$ cat src/hdl/rtcc_pkg.sv
// package with register map, field positions and timing constants for the rtc counter block
package rtcc_pkg;
	// special function register addresses on the core's sfr port
	localparam logic [7:0] ADDR_CLOCK_CONFIG = 8'hA1;
	localparam logic [7:0] ADDR_HUNDREDTHS = 8'hA2;
	localparam logic [7:0] ADDR_SECONDS = 8'hA3;
	localparam logic [7:0] ADDR_MINUTES = 8'hA4;
	localparam logic [7:0] ADDR_HOURS = 8'hA5;
	localparam logic [7:0] ADDR_INTERVAL = 8'hA6;
	// clock configuration field positions
	localparam int CFG_MIDNIGHT_BIT = 7;
	localparam int CFG_TWENTYFOUR_BIT = 6;
	localparam int CFG_BASE_HI = 5;
	localparam int CFG_BASE_LO = 4;
	localparam int CFG_ONE_SHOT_BIT = 3;
	localparam int CFG_ALARM_BIT = 2;
	localparam int CFG_ENABLE_BIT = 1;
	localparam int CFG_KEEP_BIT = 0;
	localparam logic [7:0] CFG_RESET = 8'h01;
	// counter limits
	localparam logic [7:0] HUNDREDTHS_MAX = 8'h7F;
	localparam logic [7:0] SIXTY_MAX = 8'h3B;
	localparam logic [7:0] HOURS24_MAX = 8'h17;
	localparam logic [7:0] HOURS256_MAX = 8'hFF;
	localparam logic [7:0] COUNT_ZERO = 8'h00;
	localparam logic [7:0] COUNT_ONE = 8'h01;
	// time base select codes
	localparam logic [1:0] BASE_TICK = 2'h0;
	localparam logic [1:0] BASE_SECOND = 2'h1;
	localparam logic [1:0] BASE_MINUTE = 2'h2;
	localparam logic [1:0] BASE_HOUR = 2'h3;
	// tick generation from the calibrated 32.768 kHz reference
	localparam int REF_HZ = 32768;
	localparam int TICK_HZ = 128;
	localparam int REF_PER_TICK = REF_HZ / TICK_HZ;
	localparam logic [7:0] REF_DIV_MAX = 8'(REF_PER_TICK - 1);
endpackage : rtcc_pkg

$ cat src/hdl/rtcc_core.sv
// real-time clock counters and interval alarm timer behind the sfr port
`timescale 1ns/10ps
module rtcc_core
	import rtcc_pkg::*;
(
	input wire logic sys_clk_in,
	input wire logic resetn_in,
	input wire logic soft_reset_in,
	input wire logic ref_clk_in,
	input wire logic sfr_wr_in,
	input wire logic sfr_rd_in,
	input wire logic [7:0] sfr_addr_in,
	input wire logic [7:0] sfr_wdata_in,
	output logic [7:0] sfr_rdata_out,
	output logic sfr_hit_out,
	output logic rtc_irq_pending_out
);
	typedef struct packed {
		logic [7:0] div;
		logic [7:0] hundredths;
		logic [7:0] seconds;
		logic [7:0] minutes;
		logic [7:0] hours;
		logic [7:0] config_bits;
		logic [7:0] interval_target_value;
		logic [7:0] interval_count;
		logic one_shot_done;
		logic pending;
		logic [7:0] rdata;
	} rtcc_state_t;
	rtcc_state_t st_reg;
	rtcc_state_t st_next;
	logic ref_rise;
	logic tick_128;
	logic sec_tick;
	logic min_tick;
	logic hour_tick;
	logic base_tick;
	logic hours_wrap;
	logic [7:0] hours_max;
	logic alarm_event;

	// step a counter with wrap at its maximum
	function automatic logic [7:0] wrap_inc(input logic [7:0] value, input logic [7:0] limit);
		wrap_inc = (value >= limit) ? COUNT_ZERO : 8'(value + COUNT_ONE);
	endfunction : wrap_inc

	rtcc_edge_sync rtcc_edge_sync_inst (
		.sys_clk_in(sys_clk_in),
		.resetn_in(resetn_in),
		.async_in(ref_clk_in),
		.rise_out(ref_rise)
	);

	// carry chain from the reference divider upward
	assign tick_128 = ref_rise && (st_reg.div == REF_DIV_MAX);
	assign sec_tick = tick_128 && (st_reg.hundredths >= HUNDREDTHS_MAX);
	assign min_tick = sec_tick && (st_reg.seconds >= SIXTY_MAX);
	assign hour_tick = min_tick && (st_reg.minutes >= SIXTY_MAX);
	assign hours_max = st_reg.config_bits[CFG_TWENTYFOUR_BIT] ? HOURS24_MAX : HOURS256_MAX;
	assign hours_wrap = hour_tick && (st_reg.hours >= hours_max);

	// interval time base mux
	always_comb
	begin
		case (st_reg.config_bits[CFG_BASE_HI:CFG_BASE_LO])
			BASE_TICK: base_tick = tick_128;
			BASE_SECOND: base_tick = sec_tick;
			BASE_MINUTE: base_tick = min_tick;
			BASE_HOUR: base_tick = hour_tick;
			default: base_tick = 1'b0;
		endcase
	end

	// match on the counter value that the tick produces
	assign alarm_event = st_reg.config_bits[CFG_ENABLE_BIT] && base_tick && !st_reg.one_shot_done
		&& (8'(st_reg.interval_count + COUNT_ONE) == st_reg.interval_target_value);

	// next state: time chain, interval timer, then software writes
	always_comb
	begin
		st_next = st_reg;
		if (ref_rise)
		begin
			st_next.div = wrap_inc(st_reg.div, REF_DIV_MAX);
		end
		if (tick_128)
		begin
			st_next.hundredths = wrap_inc(st_reg.hundredths, HUNDREDTHS_MAX);
		end
		if (sec_tick)
		begin
			st_next.seconds = wrap_inc(st_reg.seconds, SIXTY_MAX);
		end
		if (min_tick)
		begin
			st_next.minutes = wrap_inc(st_reg.minutes, SIXTY_MAX);
		end
		if (hour_tick)
		begin
			st_next.hours = wrap_inc(st_reg.hours, hours_max);
		end
		// interval counter: held at zero while disabled, else moves on base ticks only
		if (!st_reg.config_bits[CFG_ENABLE_BIT])
		begin
			st_next.interval_count = COUNT_ZERO;
			st_next.one_shot_done = 1'b0;
		end
		else if (base_tick && !st_reg.one_shot_done)
		begin
			st_next.interval_count = 8'(st_reg.interval_count + COUNT_ONE);
			if (alarm_event)
			begin
				st_next.interval_count = COUNT_ZERO;
				st_next.one_shot_done = st_reg.config_bits[CFG_ONE_SHOT_BIT];
			end
		end
		// software writes; hardware sets of flags still win below
		if (sfr_wr_in)
		begin
			case (sfr_addr_in)
				ADDR_CLOCK_CONFIG:
				begin
					// flags may only be cleared by software, never set
					st_next.config_bits = {sfr_wdata_in[7] & st_reg.config_bits[CFG_MIDNIGHT_BIT],
						sfr_wdata_in[6:3], sfr_wdata_in[2] & st_reg.config_bits[CFG_ALARM_BIT],
						sfr_wdata_in[1:0]};
					if (!sfr_wdata_in[CFG_ALARM_BIT])
					begin
						st_next.pending = 1'b0;
					end
				end
				ADDR_HUNDREDTHS: st_next.hundredths = sfr_wdata_in;
				ADDR_SECONDS: st_next.seconds = sfr_wdata_in;
				ADDR_MINUTES: st_next.minutes = sfr_wdata_in;
				ADDR_HOURS: st_next.hours = sfr_wdata_in;
				ADDR_INTERVAL: st_next.interval_target_value = sfr_wdata_in;
				default: st_next.div = st_next.div;
			endcase
		end
		if (alarm_event)
		begin
			st_next.config_bits[CFG_ALARM_BIT] = 1'b1;
			st_next.pending = 1'b1;
		end
		if (hours_wrap)
		begin
			st_next.config_bits[CFG_MIDNIGHT_BIT] = 1'b1;
			st_next.pending = 1'b1;
		end
		// read data captured on the read strobe
		if (sfr_rd_in)
		begin
			case (sfr_addr_in)
				ADDR_CLOCK_CONFIG: st_next.rdata = st_reg.config_bits;
				ADDR_HUNDREDTHS: st_next.rdata = st_reg.hundredths;
				ADDR_SECONDS: st_next.rdata = st_reg.seconds;
				ADDR_MINUTES: st_next.rdata = st_reg.minutes;
				ADDR_HOURS: st_next.rdata = st_reg.hours;
				ADDR_INTERVAL: st_next.rdata = st_reg.interval_target_value;
				default: st_next.rdata = COUNT_ZERO;
			endcase
		end
	end

	// power-on reset clears everything but the keep bit; soft reset spares the time counters, midnight flag and 24-hour mode
	always_ff @(posedge sys_clk_in or negedge resetn_in)
	begin
		if (!resetn_in)
		begin
			st_reg <= '0;
			st_reg.config_bits <= CFG_RESET;
		end
		else if (soft_reset_in)
		begin
			st_reg.config_bits <= {st_reg.config_bits[CFG_MIDNIGHT_BIT], st_reg.config_bits[CFG_TWENTYFOUR_BIT],
				CFG_RESET[5:0]};
			st_reg.interval_target_value <= COUNT_ZERO;
			st_reg.interval_count <= COUNT_ZERO;
			st_reg.one_shot_done <= 1'b0;
			st_reg.pending <= 1'b0;
			st_reg.rdata <= COUNT_ZERO;
			st_reg.div <= st_next.div;
			st_reg.hundredths <= st_next.hundredths;
			st_reg.seconds <= st_next.seconds;
			st_reg.minutes <= st_next.minutes;
			st_reg.hours <= st_next.hours;
		end
		else
		begin
			st_reg <= st_next;
		end
	end

	assign sfr_rdata_out = st_reg.rdata;
	assign sfr_hit_out = (sfr_addr_in >= ADDR_CLOCK_CONFIG) && (sfr_addr_in <= ADDR_INTERVAL);
	assign rtc_irq_pending_out = st_reg.pending;

	alarm_sets_a: assert property (@(posedge sys_clk_in) disable iff (!resetn_in || soft_reset_in)
		alarm_event |=> st_reg.config_bits[CFG_ALARM_BIT] && rtc_irq_pending_out)
		else $error("alarm match did not set flag and pending");
	no_sw_set_a: assert property (@(posedge sys_clk_in) disable iff (!resetn_in || soft_reset_in)
		!st_reg.config_bits[CFG_ALARM_BIT] && !alarm_event |=> !st_reg.config_bits[CFG_ALARM_BIT])
		else $error("alarm flag set without a match");
	hold_zero_a: assert property (@(posedge sys_clk_in) disable iff (!resetn_in || soft_reset_in)
		!st_reg.config_bits[CFG_ENABLE_BIT] |=> st_reg.interval_count == COUNT_ZERO)
		else $error("interval counter not held at zero");
	count_step_a: assert property (@(posedge sys_clk_in) disable iff (!resetn_in || soft_reset_in)
		st_reg.config_bits[CFG_ENABLE_BIT] && !base_tick |=> $stable(st_reg.interval_count))
		else $error("interval counter moved without a tick");
	repeat_mode_a: assert property (@(posedge sys_clk_in) disable iff (!resetn_in || soft_reset_in)
		alarm_event && !st_reg.config_bits[CFG_ONE_SHOT_BIT] |=> st_reg.interval_count == COUNT_ZERO
		&& !st_reg.one_shot_done)
		else $error("repeat mode did not restart interval");
	one_shot_a: assert property (@(posedge sys_clk_in) disable iff (!resetn_in || soft_reset_in)
		st_reg.one_shot_done && st_reg.config_bits[CFG_ENABLE_BIT] |=> st_reg.one_shot_done
		&& st_reg.interval_count == COUNT_ZERO)
		else $error("one-shot timer restarted after its alarm");
	hund_wrap_a: assert property (@(posedge sys_clk_in) disable iff (!resetn_in || soft_reset_in)
		sec_tick && !sfr_wr_in |=> st_reg.hundredths == COUNT_ZERO)
		else $error("hundredths did not wrap");
	sec_wrap_a: assert property (@(posedge sys_clk_in) disable iff (!resetn_in || soft_reset_in)
		min_tick && !sfr_wr_in |=> st_reg.seconds == COUNT_ZERO && $past(st_reg.seconds) == SIXTY_MAX)
		else $error("seconds did not wrap at 59");
	min_wrap_a: assert property (@(posedge sys_clk_in) disable iff (!resetn_in || soft_reset_in)
		hour_tick && !sfr_wr_in |=> st_reg.minutes == COUNT_ZERO)
		else $error("minutes did not wrap");
	tick_rate_a: assert property (@(posedge sys_clk_in) disable iff (!resetn_in || soft_reset_in)
		ref_rise && st_reg.div != REF_DIV_MAX |=> st_reg.div == 8'($past(st_reg.div) + COUNT_ONE))
		else $error("reference divider did not step on a reference edge");

	alarm_seen_c: cover property (@(posedge sys_clk_in) disable iff (!resetn_in) alarm_event);
	one_shot_c: cover property (@(posedge sys_clk_in) disable iff (!resetn_in) st_reg.one_shot_done);
	minute_c: cover property (@(posedge sys_clk_in) disable iff (!resetn_in) min_tick);
endmodule : rtcc_core

$ cat src/hdl/rtcc_edge_sync.sv
// three flip-flop synchroniser and rising edge detector for the crystal reference
`timescale 1ns/10ps
module rtcc_edge_sync
	import rtcc_pkg::*;
(
	input wire logic sys_clk_in,
	input wire logic resetn_in,
	input wire logic async_in,
	output logic rise_out
);
	typedef struct packed {
		logic s1;
		logic s2;
		logic s3;
		logic level;
	} rtcc_sync_t;
	rtcc_sync_t st_reg;
	rtcc_sync_t st_next;

	// a change counts only once the second and third stages agree
	always_comb
	begin
		st_next = st_reg;
		st_next.s1 = async_in;
		st_next.s2 = st_reg.s1;
		st_next.s3 = st_reg.s2;
		if (st_reg.s2 == st_reg.s3)
		begin
			st_next.level = st_reg.s3;
		end
	end

	always_ff @(posedge sys_clk_in or negedge resetn_in)
	begin
		if (!resetn_in)
		begin
			st_reg <= '0;
		end
		else
		begin
			st_reg <= st_next;
		end
	end

	assign rise_out = st_next.level & ~st_reg.level;

	edge_once_a: assert property (@(posedge sys_clk_in) disable iff (!resetn_in)
		rise_out |=> !rise_out)
		else $error("reference edge pulse lasted two cycles");
endmodule : rtcc_edge_sync

$ cat config.mk
export PLATFORM = sky130hd
export DESIGN_NAME = rtcc_core
export DESIGN_NICKNAME = d
export VERILOG_FILES = /design/src/hdl/rtcc_pkg.sv /design/src/hdl/rtcc_core.sv /design/src/hdl/rtcc_edge_sync.sv
export SDC_FILE = /design/constraint.sdc
export NUM_CORES = 1
export LEC_CHECK = 0
export BUFFER_PORTS_ARGS = -buffer_cell sky130_fd_sc_hd__buf_2
export CELL_PAD_IN_SITES_DETAIL_PLACEMENT = 0
export CELL_PAD_IN_SITES_GLOBAL_PLACEMENT = 1
export CORE_ASPECT_RATIO = 0.5
export CORE_MARGIN = 10
export CORE_UTILIZATION = 35
export CTS_CLUSTER_DIAMETER = 30
export DETAILED_ROUTE_END_ITERATION = 8
export HOLD_SLACK_MARGIN = 0.1
export PLACE_DENSITY_LB_ADDON = 0.1
export SLEW_MARGIN = 30
export SYNTH_ARGS = -nofsm -noshare
export SYNTH_HDL_FRONTEND = slang
export SYNTH_SLANG_ARGS = --single-unit
export TNS_END_PERCENT = 30
$ cat constraint.sdc
create_clock -name sys_clk_in -period 2.3 [get_ports sys_clk_in]
set_input_delay 0.345 -clock sys_clk_in [delete_from_list [all_inputs] [get_ports sys_clk_in]]
set_output_delay 0.345 -clock sys_clk_in [all_outputs]
set_load 0.05 [all_outputs]
## After elaboration in Yosys (flattened, before gate mapping)

Index checks and enable logic that the tools add are counted.

| word-level totals | value |
|---|---|
| logic and storage cells | 113 |
| bits of input ports | 22 |
| output and inout port bits | 10 |
| register bits | 78 |

| operators by class | value |
|---|---|
| bitwise gates (word level) | 5 |
| order comparisons | 7 |
| muxes and demuxes | 33 |
| reductions and logical operators | 29 |
| add/subtract/negate cells | 6 |
| eq/ne operators | 15 |

Operators with widths:

| kind | count |
|---|---|
| $mux W8 | 18 |
| $eq A8 B8 Y1 const B | 7 |
| $add A8 B1 Y8 const B | 6 |
| $mux W48 | 1 |
| $pmux W8 S6 | 1 |
| $mux W32 | 1 |
| $mux W9 | 3 |
| $ge A8 B6 Y1 const B | 2 |
| $ge A8 B8 Y1 const B | 2 |
| $reduce_bool A2 Y1 | 6 |
| $logic_and A1 B1 Y1 | 10 |
| $reduce_and A3 Y1 | 3 |
| $eq A8 B8 Y1 | 1 |
| $ge A8 B7 Y1 const B | 1 |
| $ge A8 B8 Y1 | 1 |
| $le A8 B8 Y1 const B | 1 |
| $mux W1 | 8 |
| $reduce_and A2 Y1 | 4 |
| $reduce_bool A4 Y1 | 2 |
| $ne A3 B2 Y1 const B | 2 |
| $reduce_bool A3 Y1 | 2 |
| $eq A2 B2 Y1 const B | 2 |
| $ne A4 B2 Y1 const B | 1 |
| $pmux W1 S4 | 1 |
| other kinds (6) | 9 |

## Longest topological paths before layout

Gate-level depths: netlist of run 1.

| depth | value |
|---|---|
| depth after elaboration | 15 |
| mapped depth | 9 |
| mapped depth without buffers | 7 |

## Cells and area by module

From an unflattened synthesis of run 1, not the netlist that was laid out.

| unflattened totals | value |
|---|---|
| cells, all modules | 528 |
| area, all modules | 4762.1 um2 |

Modules (own cells, without submodules):

| module | area each (um2) | instances | sequential area each (um2) | cells each |
|---|---|---|---|---|
| rtcc_core | 4640.7 | 1 | 1853.0 | 522 |
| rtcc_edge_sync | 121.4 | 1 | 100.1 | 6 |

## Worst setup path before layout of run 1

Ideal clock, no wire load.

| timing | value |
|---|---|
| path type | input-to-output |
| start | in sfr_addr_in[0] |
| end | out sfr_hit_out |
| arrival | 2144 ps |
| data required time | 1955 ps |
| path slack | -189 ps |
| buffers on the path | 2 |
| stages | 6 |
| cells stage by stage | clkbuf_1 > buf_1 > nor2_1 > a21oi_1 > o21ai_0 > nor3_1 |

| on the way | value |
|---|---|
| longest elaborated chain between the ends | 2 |
| elaborated cells between the ends (all ways) | 3 |
| those cells by class | order compare (2); reduce/logical (1) |

RTL lines:

| what | line | text |
|---|---|---|
| from (decl) | rtcc_core.sv:12 | `input wire logic [7:0] sfr_addr_in,` |
| $ge A8 B8 Y1 or $le A8 B8 Y1 (tied branches) | rtcc_core.sv:196 | `assign sfr_hit_out = (sfr_addr_in >= ADDR_CLOCK_CONFIG) && (sfr_addr_in <= ADDR_INTERVAL);` |
| $logic_and A1 B1 Y1 (*) | rtcc_core.sv:196 |  |
| to (decl) | rtcc_core.sv:15 | `output logic sfr_hit_out,` |

Every way passes the cells marked *; elsewhere a longest branch is shown, timed or not.

## Final worst setup path of run 1

| timing | value |
|---|---|
| start | reg st_reg[66] (netlist bit) |
| end | reg st_reg[10] (netlist bit) |

| on the way | value |
|---|---|
| longest elaborated chain between the ends | 13 |
| elaborated cells between the ends (all ways) | 15 |
| those cells by class | eq/ne (2); mux (5); reduce/logical (8) |

RTL lines:

| what | line | text |
|---|---|---|
| from (decl) | rtcc_core.sv:31 | `rtcc_state_t st_reg;` |
| from (signal assigned) | rtcc_core.sv:191 | `st_reg <= st_next;` |
| $eq A8 B8 Y1 (*) | rtcc_core.sv:56 | `assign tick_128 = ref_rise && (st_reg.div == REF_DIV_MAX);` |
| $logic_and A1 B1 Y1 (*) | rtcc_core.sv:56 |  |
| $logic_and A1 B1 Y1 | rtcc_core.sv:57 | `assign sec_tick = tick_128 && (st_reg.hundredths >= HUNDREDTHS_MAX);` |
| $logic_and A1 B1 Y1 | rtcc_core.sv:58 | `assign min_tick = sec_tick && (st_reg.seconds >= SIXTY_MAX);` |
| $logic_and A1 B1 Y1 | rtcc_core.sv:59 | `assign hour_tick = min_tick && (st_reg.minutes >= SIXTY_MAX);` |
| $pmux W1 S4 (*) | rtcc_core.sv:66 | `case (st_reg.config_bits[CFG_BASE_HI:CFG_BASE_LO])` |
| $logic_and A1 B1 Y1 (2 in a row) | rtcc_core.sv:76 | `assign alarm_event = st_reg.config_bits[CFG_ENABLE_BIT] && base_tick && !st_reg.one_shot_done` |
| $logic_and A1 B1 Y1 | rtcc_core.sv:77 | `&& (8'(st_reg.interval_count + COUNT_ONE) == st_reg.interval_target_value);` |
| $mux W9 | rtcc_core.sv:112 | `if (alarm_event)` |
| $mux W9 | rtcc_core.sv:109 | `else if (base_tick && !st_reg.one_shot_done)` |
| $mux W9 | rtcc_core.sv:104 | `if (!st_reg.config_bits[CFG_ENABLE_BIT])` |
| $mux W32 | rtcc_core.sv:174 | `else if (soft_reset_in)` |

Every way passes the cells marked *; elsewhere a longest branch is shown, timed or not. The select of a mux whose other input is x is not followed.
A chain may end at the register's enable or synchronous reset.

==> results by group, run 1 <==
Run status
  • Status: completed

Timing
  • Unrepaired setup endpoints after global routing: yes
  • Final Setup Violations: 0
  • Slew Limit Fails: 0
  • Max Freq: 453 MHz
  • Tmin final: approximately 2.2 ns
  • Crit share post-route: 95.9%
  • Fin. Hold Viols: 0
  • Worst-Margin Slew: about 0.57 ns
  • Skew final: approximately 0.009 ns
  • Setup WS post-layout: 0.0936 ns
  • Min Hold Slack: 0.331 ns
  • Slew HR: 61.9%

Cells and area
  • Finished Layout Cells: between 700 and 800
  • Register area: about 2000 um^2
  • Area growth syn-to-layout: 20.6%
  • Post-layout util: 44.2%
  • Fillcell total: 1,287
  • Ant diodes: 0
  • Layout Nets: 612
  • Layout cell share with drive strength beyond 1: 23.1%
  • Largest register FFs: 65
  • Footprint of the multi-input gates: 2620 um^2

Logic synthesis
  • Area share of the largest cell type after synthesis: 40.5%
  • Main synth FF type: dfrtp_1
  • #FFs+latches synth: 78
  • Distinct cell type count after synthesis: 72
  • Mean area per synthesized cell: slightly above 9 um^2
  • Commonest cells post-synth: dfrtp_1 (77), nor2_1 (50), nand2_1 (46)
  • Synth area leader: dfrtp_1
  • Syn Inst Count: 520
  • Ys Warns: 0
  • Sequential fraction of the synthesis area: just over 40%
  • Post-synthesis async set-or-reset flop share: 100%
  • EDFF count, synth: 0
  • Count leader, synth: dfrtp_1
  • Synthesized area: 4760 um^2
  • Largest cells by area after synthesis: dfrtp_1 (40%), a21oi_1 (4.6%), mux2i_1 (4.2%), nor2_1 (3.9%), nand2_1 (3.6%)
  • Syn Nets: approximately 550

Route
  • DRC: 0
  • Routed wire length: 14,600 um
  • Drt pass-1 iters: 5
  • Antenna viol nets, final: 0
  • Vias per cell: 5.45
  • Detailed Route Iter0 Violations: 332
  • Vias: 4,118
  • DR WL/cell: 19.3 um

Global routing
  • Initial antenna violation count: 0
  • GRT Total Usage: 15.6%
  • First-pass GRT wire length: between 20,000 and 25,000 um
  • Largest net degree at the start of global routing: 38
  • Grt total ovfl: 0
  • Vias in the first global route: 3,824

Floorplanning
  • Overall die width: 185 um
  • DIE HEIGHT: 102 um
  • Ports: 32
  • Starting density of the core: 36.6%
  • Core area: 13,000 um^2
  • FP Rows: 29
  • Die area: 19,000 um^2

Clock tree
  • Num Clock Sinks: just under 80
  • Clk Tree Root Cell: clkbuf_16
  • Later-pin clock latency in the skew report: 0.33 ns
  • Clock Path Buffers: 2
  • Clock-pin slew on the worst setup and hold paths: 0.06 ns
  • H-tree levels: 3
  • TritonCTS clock tree: done
  • TritonCTS Buffers: 9

Worst hold path
  • Hold Path Class: input pin to register
  • Hold Crit Depth: 3
  • Hold Startpoint: sfr_wdata_in[4]

Worst setup path
  • R2r startpoint: st_reg[66]
  • Startpoint types: register
  • WP buf/inv: 2
  • Data arrival, critical path: 2.45 ns
  • CP peak stage delay: 0.35 ns
  • Critical path cell sequence: ha_1 -> and4_4 -> nand3_4 -> buf_4 -> a211o_2 -> a22o_1 -> buf_12 -> or3_1 -> a21oi_1
  • CP required: around 2.6 ns
  • WP depth: 9
  • Delay-heaviest family, CP: simple AND/OR/NAND/NOR gates
  • Setup Crit Path Kind: register to register
  • Worst Setup End Kind: register
  • Crit-path max FO: 12
  • CP max stage cell: dfrtp_1
  • Worst R2R Path Depth: 9
  • Critical path origin: st_reg[66]

Power and ir drop
  • Pleak: 0.00245 uW
  • Peak supply drop: approximately 0.28 mV
  • Power Total: ~3500 uW
  • PwrDens: approximately 600 nW/um^2

Placed design
  • IO buf count: 31
  • Post-detail-place hpwl: 11,100 um
  • Dpl ws: 0.0575 ns
  • Cells after DPL: 737
  • Placer Congestion: 0.836

Flow run
  • Max-cap violations: 0
==> kinds of logic after synthesis <==
kind of cell    share of synthesized area, %
simple gates                            21.8
compound gates                          19.4
flops                                   41.0
buf+inv                                 4.60
mux                                     6.33
xor+xnor                                4.05
fa+ha+maj                               2.84
==> path summary, 6_finish.rpt <==
check | end | slack [ns]
min in group asynchronous | st_reg[36] | 0.44
max | st_reg[10] | 0.09
max in group asynchronous | st_reg[12] | 1.23
min reg2reg | rtcc_edge_sync_inst.st_next[1] | 0.35
max reg2reg | st_reg[10] | 0.09
min | st_reg[54] | 0.33
==> per-stage QoR <==
| stage | cell area [um^2] | setup TNS, ns |
|---|---|---|
| final | 5740 | 0 |
| after global routing | 5740 | -0.0163 |
| after CTS | 5700 | 0 |
| after detailed placement | 5380 | 0 |
| after global placement | 5380 | 0 |
| after floorplan | 4770 | 0 |
==> worst register-to-register path, cell delays in order (launching register included) <==
cell and delay, ns:
dfrtp_1 0.35, ha_1 0.17, and4_4 0.26, nand3_4 0.10, buf_4 0.15, a211o_2 0.25, a22o_1 0.21, buf_12 0.15
or3_1 0.34, a21oi_1 0.15
==> layer usage <==
layer | track usage [%] | vias up | share of wire, %
li1 | - | 2012 | -
met1 | 23.4 | 2021 | 54
met2 | 21.7 | 71 | 41
met3 | 3.15 | 14 | 4.0
met4 | 4.65 | 0 | 1.5
met5 | 0 | - | 0
==> report_power, final <==
| part | internal (uW) | switching (uW) |
|---|---|---|
| registers | 1440 | 55.9 |
| logic | 199 | 250 |
| clock network | 946 | 563 |
| total | 2590 | 869 |
==> layout make-up <==
type                            count  share of cell area [%]
Multi-Input combinational cell    397                    45.7
Clock inverter                      5                    1.31
Timing Repair Buffer               86                    10.7
Sequential cell                    78                    34.1
Clock buffer                       11                    4.05
Inverter                            8                   0.523
Tap cell                          170                    3.71
==> timing repair <==
action,in CTS,in global routing
hold endpoints to repair,16,1
endpoints found under the setup margin,0,10
gates resized for setup,0,7
setup buffers,0,0
hold buffers,1,1
==> placed cells by master, fill, tap and decap left out, types with 9 or more instances in the layout <==
master / netlist / layout
mux2_2: 9 / 9
clkbuf_16: 0 / 9
buf_2: 10 / 30
ha_1: 10 / 10
xor2_1: 9 / 9
dfrtp_1: 77 / 76
mux2i_1: 20 / 20
nand3_1: 14 / 14
a221oi_1: 9 / 9
nor3_1: 12 / 10
nand2_1: 46 / 46
buf_4: 8 / 51
nand4_1: 11 / 11
xnor2_1: 13 / 13
o21ai_0: 32 / 32
a21oi_1: 44 / 43
nor2_1: 50 / 50
Note: power is estimated with default switching activity, not from simulation.
==> inputs of run 2 (changes only) <==
--- a/config.mk
+++ b/config.mk
@@ -14,7 +14,7 @@
 export CTS_CLUSTER_DIAMETER = 30
 export DETAILED_ROUTE_END_ITERATION = 8
 export HOLD_SLACK_MARGIN = 0.1
-export PLACE_DENSITY_LB_ADDON = 0.1
+export PLACE_DENSITY_LB_ADDON = 0.15
 export SLEW_MARGIN = 30
 export SYNTH_ARGS = -nofsm -noshare
 export SYNTH_HDL_FRONTEND = slang
==> run 2 against run 1 <==
Against the previous run:
- via count rose by 0.17%
- non-clock buffer count shrank 10
- die area unchanged
- worst hold slack got worse by 0.0054 ns
- register-to-register slack better by 0.06 ns
==> results by group, run 2 (synthesis results as in run 1) <==
Run status
  • Status: completed

Worst setup path
  • CP peak stage delay: 0.38 ns
  • Startpoint types: register
  • Reg2reg end: st_reg[46]
  • Worst setup path end: st_reg[46]
  • CP required: 2.52 ns
  • Worst R2R Path Depth: 9
  • Crit-path max FO: 12
  • Setup Crit Path Kind: register to register
  • Worst Setup End Kind: register
  • CP max stage cell: dfrtp_1
  • Data arrival, critical path: about 2.4 ns
  • R2r startpoint: st_reg[50]
  • Critical path origin: st_reg[50]
  • Reg2reg setup slack: about 0.15 ns
  • Critical path cell sequence: ha_1 -> or2_2 -> a311o_1 -> buf_4 -> nand3_1 -> buf_6 -> o21ai_0 -> a221oi_1 -> a21oi_1

Global routing
  • Initial antenna violation count: 0
  • GRT Total Usage: 15.8%
  • Vias in the first global route: 3,989
  • First-pass GRT wire length: 23,000 um
  • Grt total ovfl: 0
  • Largest net degree at the start of global routing: 41

Cells and area
  • Footprint of the multi-input gates: 2620 um^2
  • Fillcell total: ~1,300
  • Post-layout util: about 43%
  • Register area: 1950 um^2
  • Most frequent cells in the layout: dfrtp_1 (76), nor2_1 (50), nand2_1 (46)
  • Area growth syn-to-layout: 18.5%
  • Ant diodes: 0
  • Commonest non-fill, non-tap cell in the layout: dfrtp_1
  • Layout cell share with drive strength beyond 1: 21.6%
  • Layout Nets: 602
  • Largest register FFs: 65

Power and ir drop
  • Peak supply drop: 0.268 mV
  • PwrDens: 603 nW/um^2
  • Power Total: 3400 uW
  • Pleak: between 0.002 and 0.0025 uW

Timing
  • Max Freq: 466 MHz
  • Slew HR: 56.8%
  • Crit share post-route: between 90% and 100%
  • Sum Neg Setup Slack: 0 ns
  • Final Setup Violations: 0
  • Skew final: roughly 0.0070 ns
  • Worst-Margin Slew: 0.646 ns
  • Fin. Hold Viols: 0
  • Unrepaired setup endpoints after global routing: no
  • Tmin final: 2.15 ns
  • Slew Limit Fails: 0

Route
  • DR WL/cell: approximately 20 um
  • Antenna viol nets, final: 0
  • Routed wire length: 14,600 um
  • Vias: 4,125
  • Top routing layer used: met4
  • DRT met1 WL: just under 8000 um
  • Detailed Route Iter0 Violations: 262
  • Met2 routed WL: 6300 um
  • Drt pass-1 iters: 4
  • DRC: 0
  • Met3 WL: 484 um
  • Vias per cell: approximately 5.5

Floorplanning
  • Overall die width: 185 um
  • DIE HEIGHT: about 100 um
  • Starting density of the core: 36.6%
  • Die area: between 15,000 and 20,000 um^2
  • Ports: 32
  • FP Rows: 29
  • Core area: 13,000 um^2

Clock tree
  • TritonCTS clock tree: done
  • Clock Path Buffers: 2
  • H-tree levels: 3
  • Num Clock Sinks: 78
  • TritonCTS Buffers: 9
  • Clock-pin slew on the worst setup and hold paths: approximately 0.060 ns
  • Later-pin clock latency in the skew report: 0.34 ns
  • Clk Tree Root Cell: clkbuf_16
  • Post-CTS setup buffer count: 0

Flow run
  • Max-cap violations: 0

Placed design
  • IO buf count: 31
  • Placer Congestion: between 0.8 and 0.9
  • Post-detail-place hpwl: 10,900 um

Worst hold path
  • Hold Path Class: input pin to register
[run 2: cell count changes in the layout (fill, tap and decap cells not counted), moves of 2 or more]
cell | previous run | this run
clkbuf_8 | 0 | 2
buf_12 | 3 | 1
clkinv_2 | 3 | 1
buf_4 | 51 | 42
[run 2: worst min path at each step]
stage	end	slack, ns	from	depth (start not counted)
after detailed placement	rtcc_edge_sync_inst.st_next[1]	0.34	rtcc_edge_sync_inst.st_next[2]	0
final	st_reg[56]	0.33	sfr_wdata_in[6]	3
after global routing	st_reg[56]	0.32	sfr_wdata_in[6]	3
after floorplan	rtc_irq_pending_out	0.05	resetn_in	0
after global placement	rtcc_edge_sync_inst.st_next[1]	0.34	rtcc_edge_sync_inst.st_next[2]	0
after CTS	st_reg[48]	0.33	sfr_wdata_in[6]	3
[run 2: through the flow]
| step | area, um^2 | hold WS [ns] | worst slack (ns) | instances |
|---|---|---|---|---|
| after floorplan | 4770 | 0.0494 | 0.172 | 520 |
| after global placement | 5280 | 0.340 | 0.0356 | 727 |
| after detailed placement | 5280 | 0.340 | 0.0294 | 727 |
| after CTS | 5610 | 0.326 | 0.0159 | 745 |
| after global routing | 5640 | 0.323 | 0.000146 | 745 |
| final | 5640 | 0.326 | 0.152 | 745 |
[run 2: routing by layer]
| layer | up-vias | GRT usage, % |
|---|---|---|
| li1 | 1999 | - |
| met1 | 2033 | 23.1 |
| met2 | 79 | 23.2 |
| met3 | 14 | 3.40 |
| met4 | 0 | 3.41 |
| met5 | - | 0 |
[run 2: power by group]
group          total [uW]  switching, uW  leakage [uW]  internal [uW]
registers            1500           64.3      0.000974           1440
logic                 406            234       0.00127            172
clock network        1490            589      0.000146            900
[run 2: what timing repair did]
item                       4_1_cts  5_1_grt
gates resized for setup          0        7
hold endpoints to repair        38        0
hold buffers                     2        0
setup endpoints to repair        0       22
[run 2: area by class of cell]
cell class,count,share of cell area [%]
multi-input cells,397,46.5
flip-flops and latches,78,34.6
well taps,170,3.77
inverters,8,0.532
clock buffers,13,4.61
repair buffers,76,9.16
clock inverters,3,0.754
[run 2: worst max-delay path: cells and delay by family (launching register included)]
family | cells | cell delay [ns]
flip-flops | 1 | 0.38
buffers and inverters | 2 | 0.32
AND/OR/NAND/NOR | 2 | 0.39
adder cells (fa/ha/maj) | 1 | 0.20
AO/OA/AOI/OAI | 4 | 0.75
==> inputs of run 3 (changes only) <==
--- a/config.mk
+++ b/config.mk
@@ -15,6 +15,7 @@
 export DETAILED_ROUTE_END_ITERATION = 8
 export HOLD_SLACK_MARGIN = 0.1
 export PLACE_DENSITY_LB_ADDON = 0.15
+export REMOVE_ABC_BUFFERS = 1
 export SLEW_MARGIN = 30
 export SYNTH_ARGS = -nofsm -noshare
 export SYNTH_HDL_FRONTEND = slang
==> run 3 against run 2 <==
Against the previous run:
- flip-flop and latch count unchanged
- worst hold slack gained 0.013 ns
- wire length is 0.38% higher
- utilization is 0.13 points lower
- clock skew shrank 0.0013 ns
- sequential share of layout area grew 0.078 points
- final cell count fell by 0.13%
- die area did not move
- global-route usage down 0.11 points
- clock power hardly changed
- via count increased by 1.0%
- critical path type unchanged
- critical endpoint is now st_reg[15]
==> results by group, run 3 (synthesis results as in run 1) <==
Run status
  • Status: completed

Cells and area
  • Layout cell share with drive strength beyond 1: 22.0%
  • Layout Nets: about 600
  • Most frequent cells in the layout: dfrtp_1 (77), nor2_1 (50), nand2_1 (44), a21oi_1 (44), buf_4 (42)
  • Fillcell total: about 1,300
  • Ant diodes: 0
  • Area growth syn-to-layout: 18.1%
  • Largest register FFs: 65
  • Commonest non-fill, non-tap cell in the layout: dfrtp_1
  • Post-layout util: 43.3%

Placed design
  • IO buf count: 31
  • Dpl ws: -0.0169 ns
  • Post-detail-place hpwl: 10,700 um
  • Placer Congestion: 0.847

Global routing
  • First-pass GRT wire length: 23,000 um
  • Initial antenna violation count: 0
  • Vias in the first global route: 3,929
  • GRT Total Usage: approximately 16%
  • Largest net degree at the start of global routing: 41
  • Grt total ovfl: 0

Clock tree
  • TritonCTS clock tree: done
  • H-tree levels: 3
  • Post-CTS setup buffer count: 0
  • Clock Path Buffers: 2
  • Clk Tree Root Cell: clkbuf_16
  • Clock-pin slew on the worst setup and hold paths: 0.06 ns
  • Later-pin clock latency in the skew report: ~0.34 ns
  • Num Clock Sinks: 78
  • TritonCTS Buffers: 9

Floorplanning
  • Starting density of the core: 36.6%
  • Die area: ~19,000 um^2
  • Ports: 32
  • DIE HEIGHT: 102 um
  • Overall die width: 185 um
  • FP Rows: 29
  • Core area: 13,000 um^2

Timing
  • Skew final: between 0.005 and 0.006 ns
  • Unrepaired setup endpoints after global routing: yes
  • Slew HR: 62.9%
  • Final Setup Violations: 0
  • Tmin final: approximately 2.2 ns
  • Crit share post-route: 95.8%
  • Fin. Hold Viols: 0
  • Slew Limit Fails: 0
  • Worst-Margin Slew: 0.556 ns
  • Max Freq: 454 MHz
  • Setup WS post-layout: 0.0962 ns

Worst setup path
  • Critical path cell sequence: ha_1 -> nand3_1 -> or3_1 -> a21oi_1 -> a41oi_2 -> a32oi_1 -> o41ai_2
  • CP max stage cell: dfrtp_1
  • WP buf/inv: 0
  • Data arrival, critical path: 2.42 ns
  • Setup Crit Path Kind: register to register
  • Startpoint types: register
  • Worst Setup End Kind: register
  • Crit-path max FO: 7
  • CP peak stage delay: 0.45 ns
  • Delay-heaviest family, CP: compound AO/OA/AOI/OAI gates
  • CP required: 2.52 ns

Route
  • Vias per cell: 5.60
  • Routed wire length: approximately 15,000 um
  • Vias: 4,168
  • DR WL/cell: 19.7 um
  • Drt pass-1 iters: 5
  • DRC: 0
  • Detailed Route Iter0 Violations: 363
  • Antenna viol nets, final: 0

Worst hold path
  • Hold Path Class: input pin to register

Power and ir drop
  • Peak supply drop: 0.409 mV
  • PwrDens: 601 nW/um^2
  • Pleak: 0.00239 uW

Flow run
  • Max-cap violations: 0
## run 3: cell types whose count changed in the layout (fill, tap and decap cells not counted), sizes merged
| cell | before | now |
|---|---|---|
| clkinv | 1 | 2 |
| inv | 8 | 10 |
| clkbuf | 13 | 10 |
| buf | 74 | 73 |
## run 3: what timing repair did
| action | in CTS | in global routing |
|---|---|---|
| resized for setup | 2 | 6 |
| endpoints found under the hold margin | 39 | 0 |
| hold buffers | 2 | 0 |
| setup endpoints to repair | 5 | 13 |
| pin swaps | 0 | 1 |
| cloned | 0 | 0 |
## run 3: worst paths after layout
kind | startpoint | to | slack (ns) | cells after the start
max in group asynchronous | resetn_in | st_reg[26] | 1.07 | 3
worst min-delay path | sfr_wdata_in[5] | st_reg[55] | 0.34 | 2
worst max-delay path | st_reg[11] | st_reg[15] | 0.1 | 7
worst max register to register | st_reg[11] | st_reg[15] | 0.1 | 7
min in group asynchronous | resetn_in | st_reg[20] | 0.54 | 2
worst min register to register | rtcc_edge_sync_inst.st_next[2] | rtcc_edge_sync_inst.st_next[1] | 0.36 | 0
## run 3: layer usage
metal	global-route usage [%]	routed length, um	vias to the layer above
met1	23.1	7620	2077
met5	0	0	-
met3	3.05	517	11
li1	-	-	2003
met4	3.16	147	0
met2	23.1	6400	77
## run 3: stage by stage
step                hold slack (ns)  setup TNS (ns)  instance area (um^2)  cells  power (uW)
finish                        0.338               0                  5620    744        3380
global route                  0.346          -0.215                  5620    744        3530
CTS                           0.333               0                  5600    744        3420
detailed placement            0.344         -0.0286                  5270    726        1910
global placement              0.335               0                  5270    726        1900
floorplan                    0.0494               0                  4570    483        1700
## run 3: cell type report
| type | count | area, um^2 | share of cell area (%) |
|---|---|---|---|
| inverter | 8 | 30.0 | 0.534 |
| sequential | 78 | 1950 | 34.7 |
| timing repair buffer | 75 | 505 | 8.99 |
| clock inverter | 6 | 68.8 | 1.22 |
| multi-input combinational | 397 | 2620 | 46.5 |
| tap | 170 | 213 | 3.78 |
| clock buffer | 10 | 239 | 4.25 |
## run 3: power breakdown
| group | switching [uW] | total, uW | leakage, uW | internal [uW] |
|---|---|---|---|---|
| Sequential | 73.6 | 1510 | 0.000976 | 1440 |
| Combinational | 223 | 377 | 0.00126 | 154 |
| Clock | 611 | 1490 | 0.000149 | 879 |
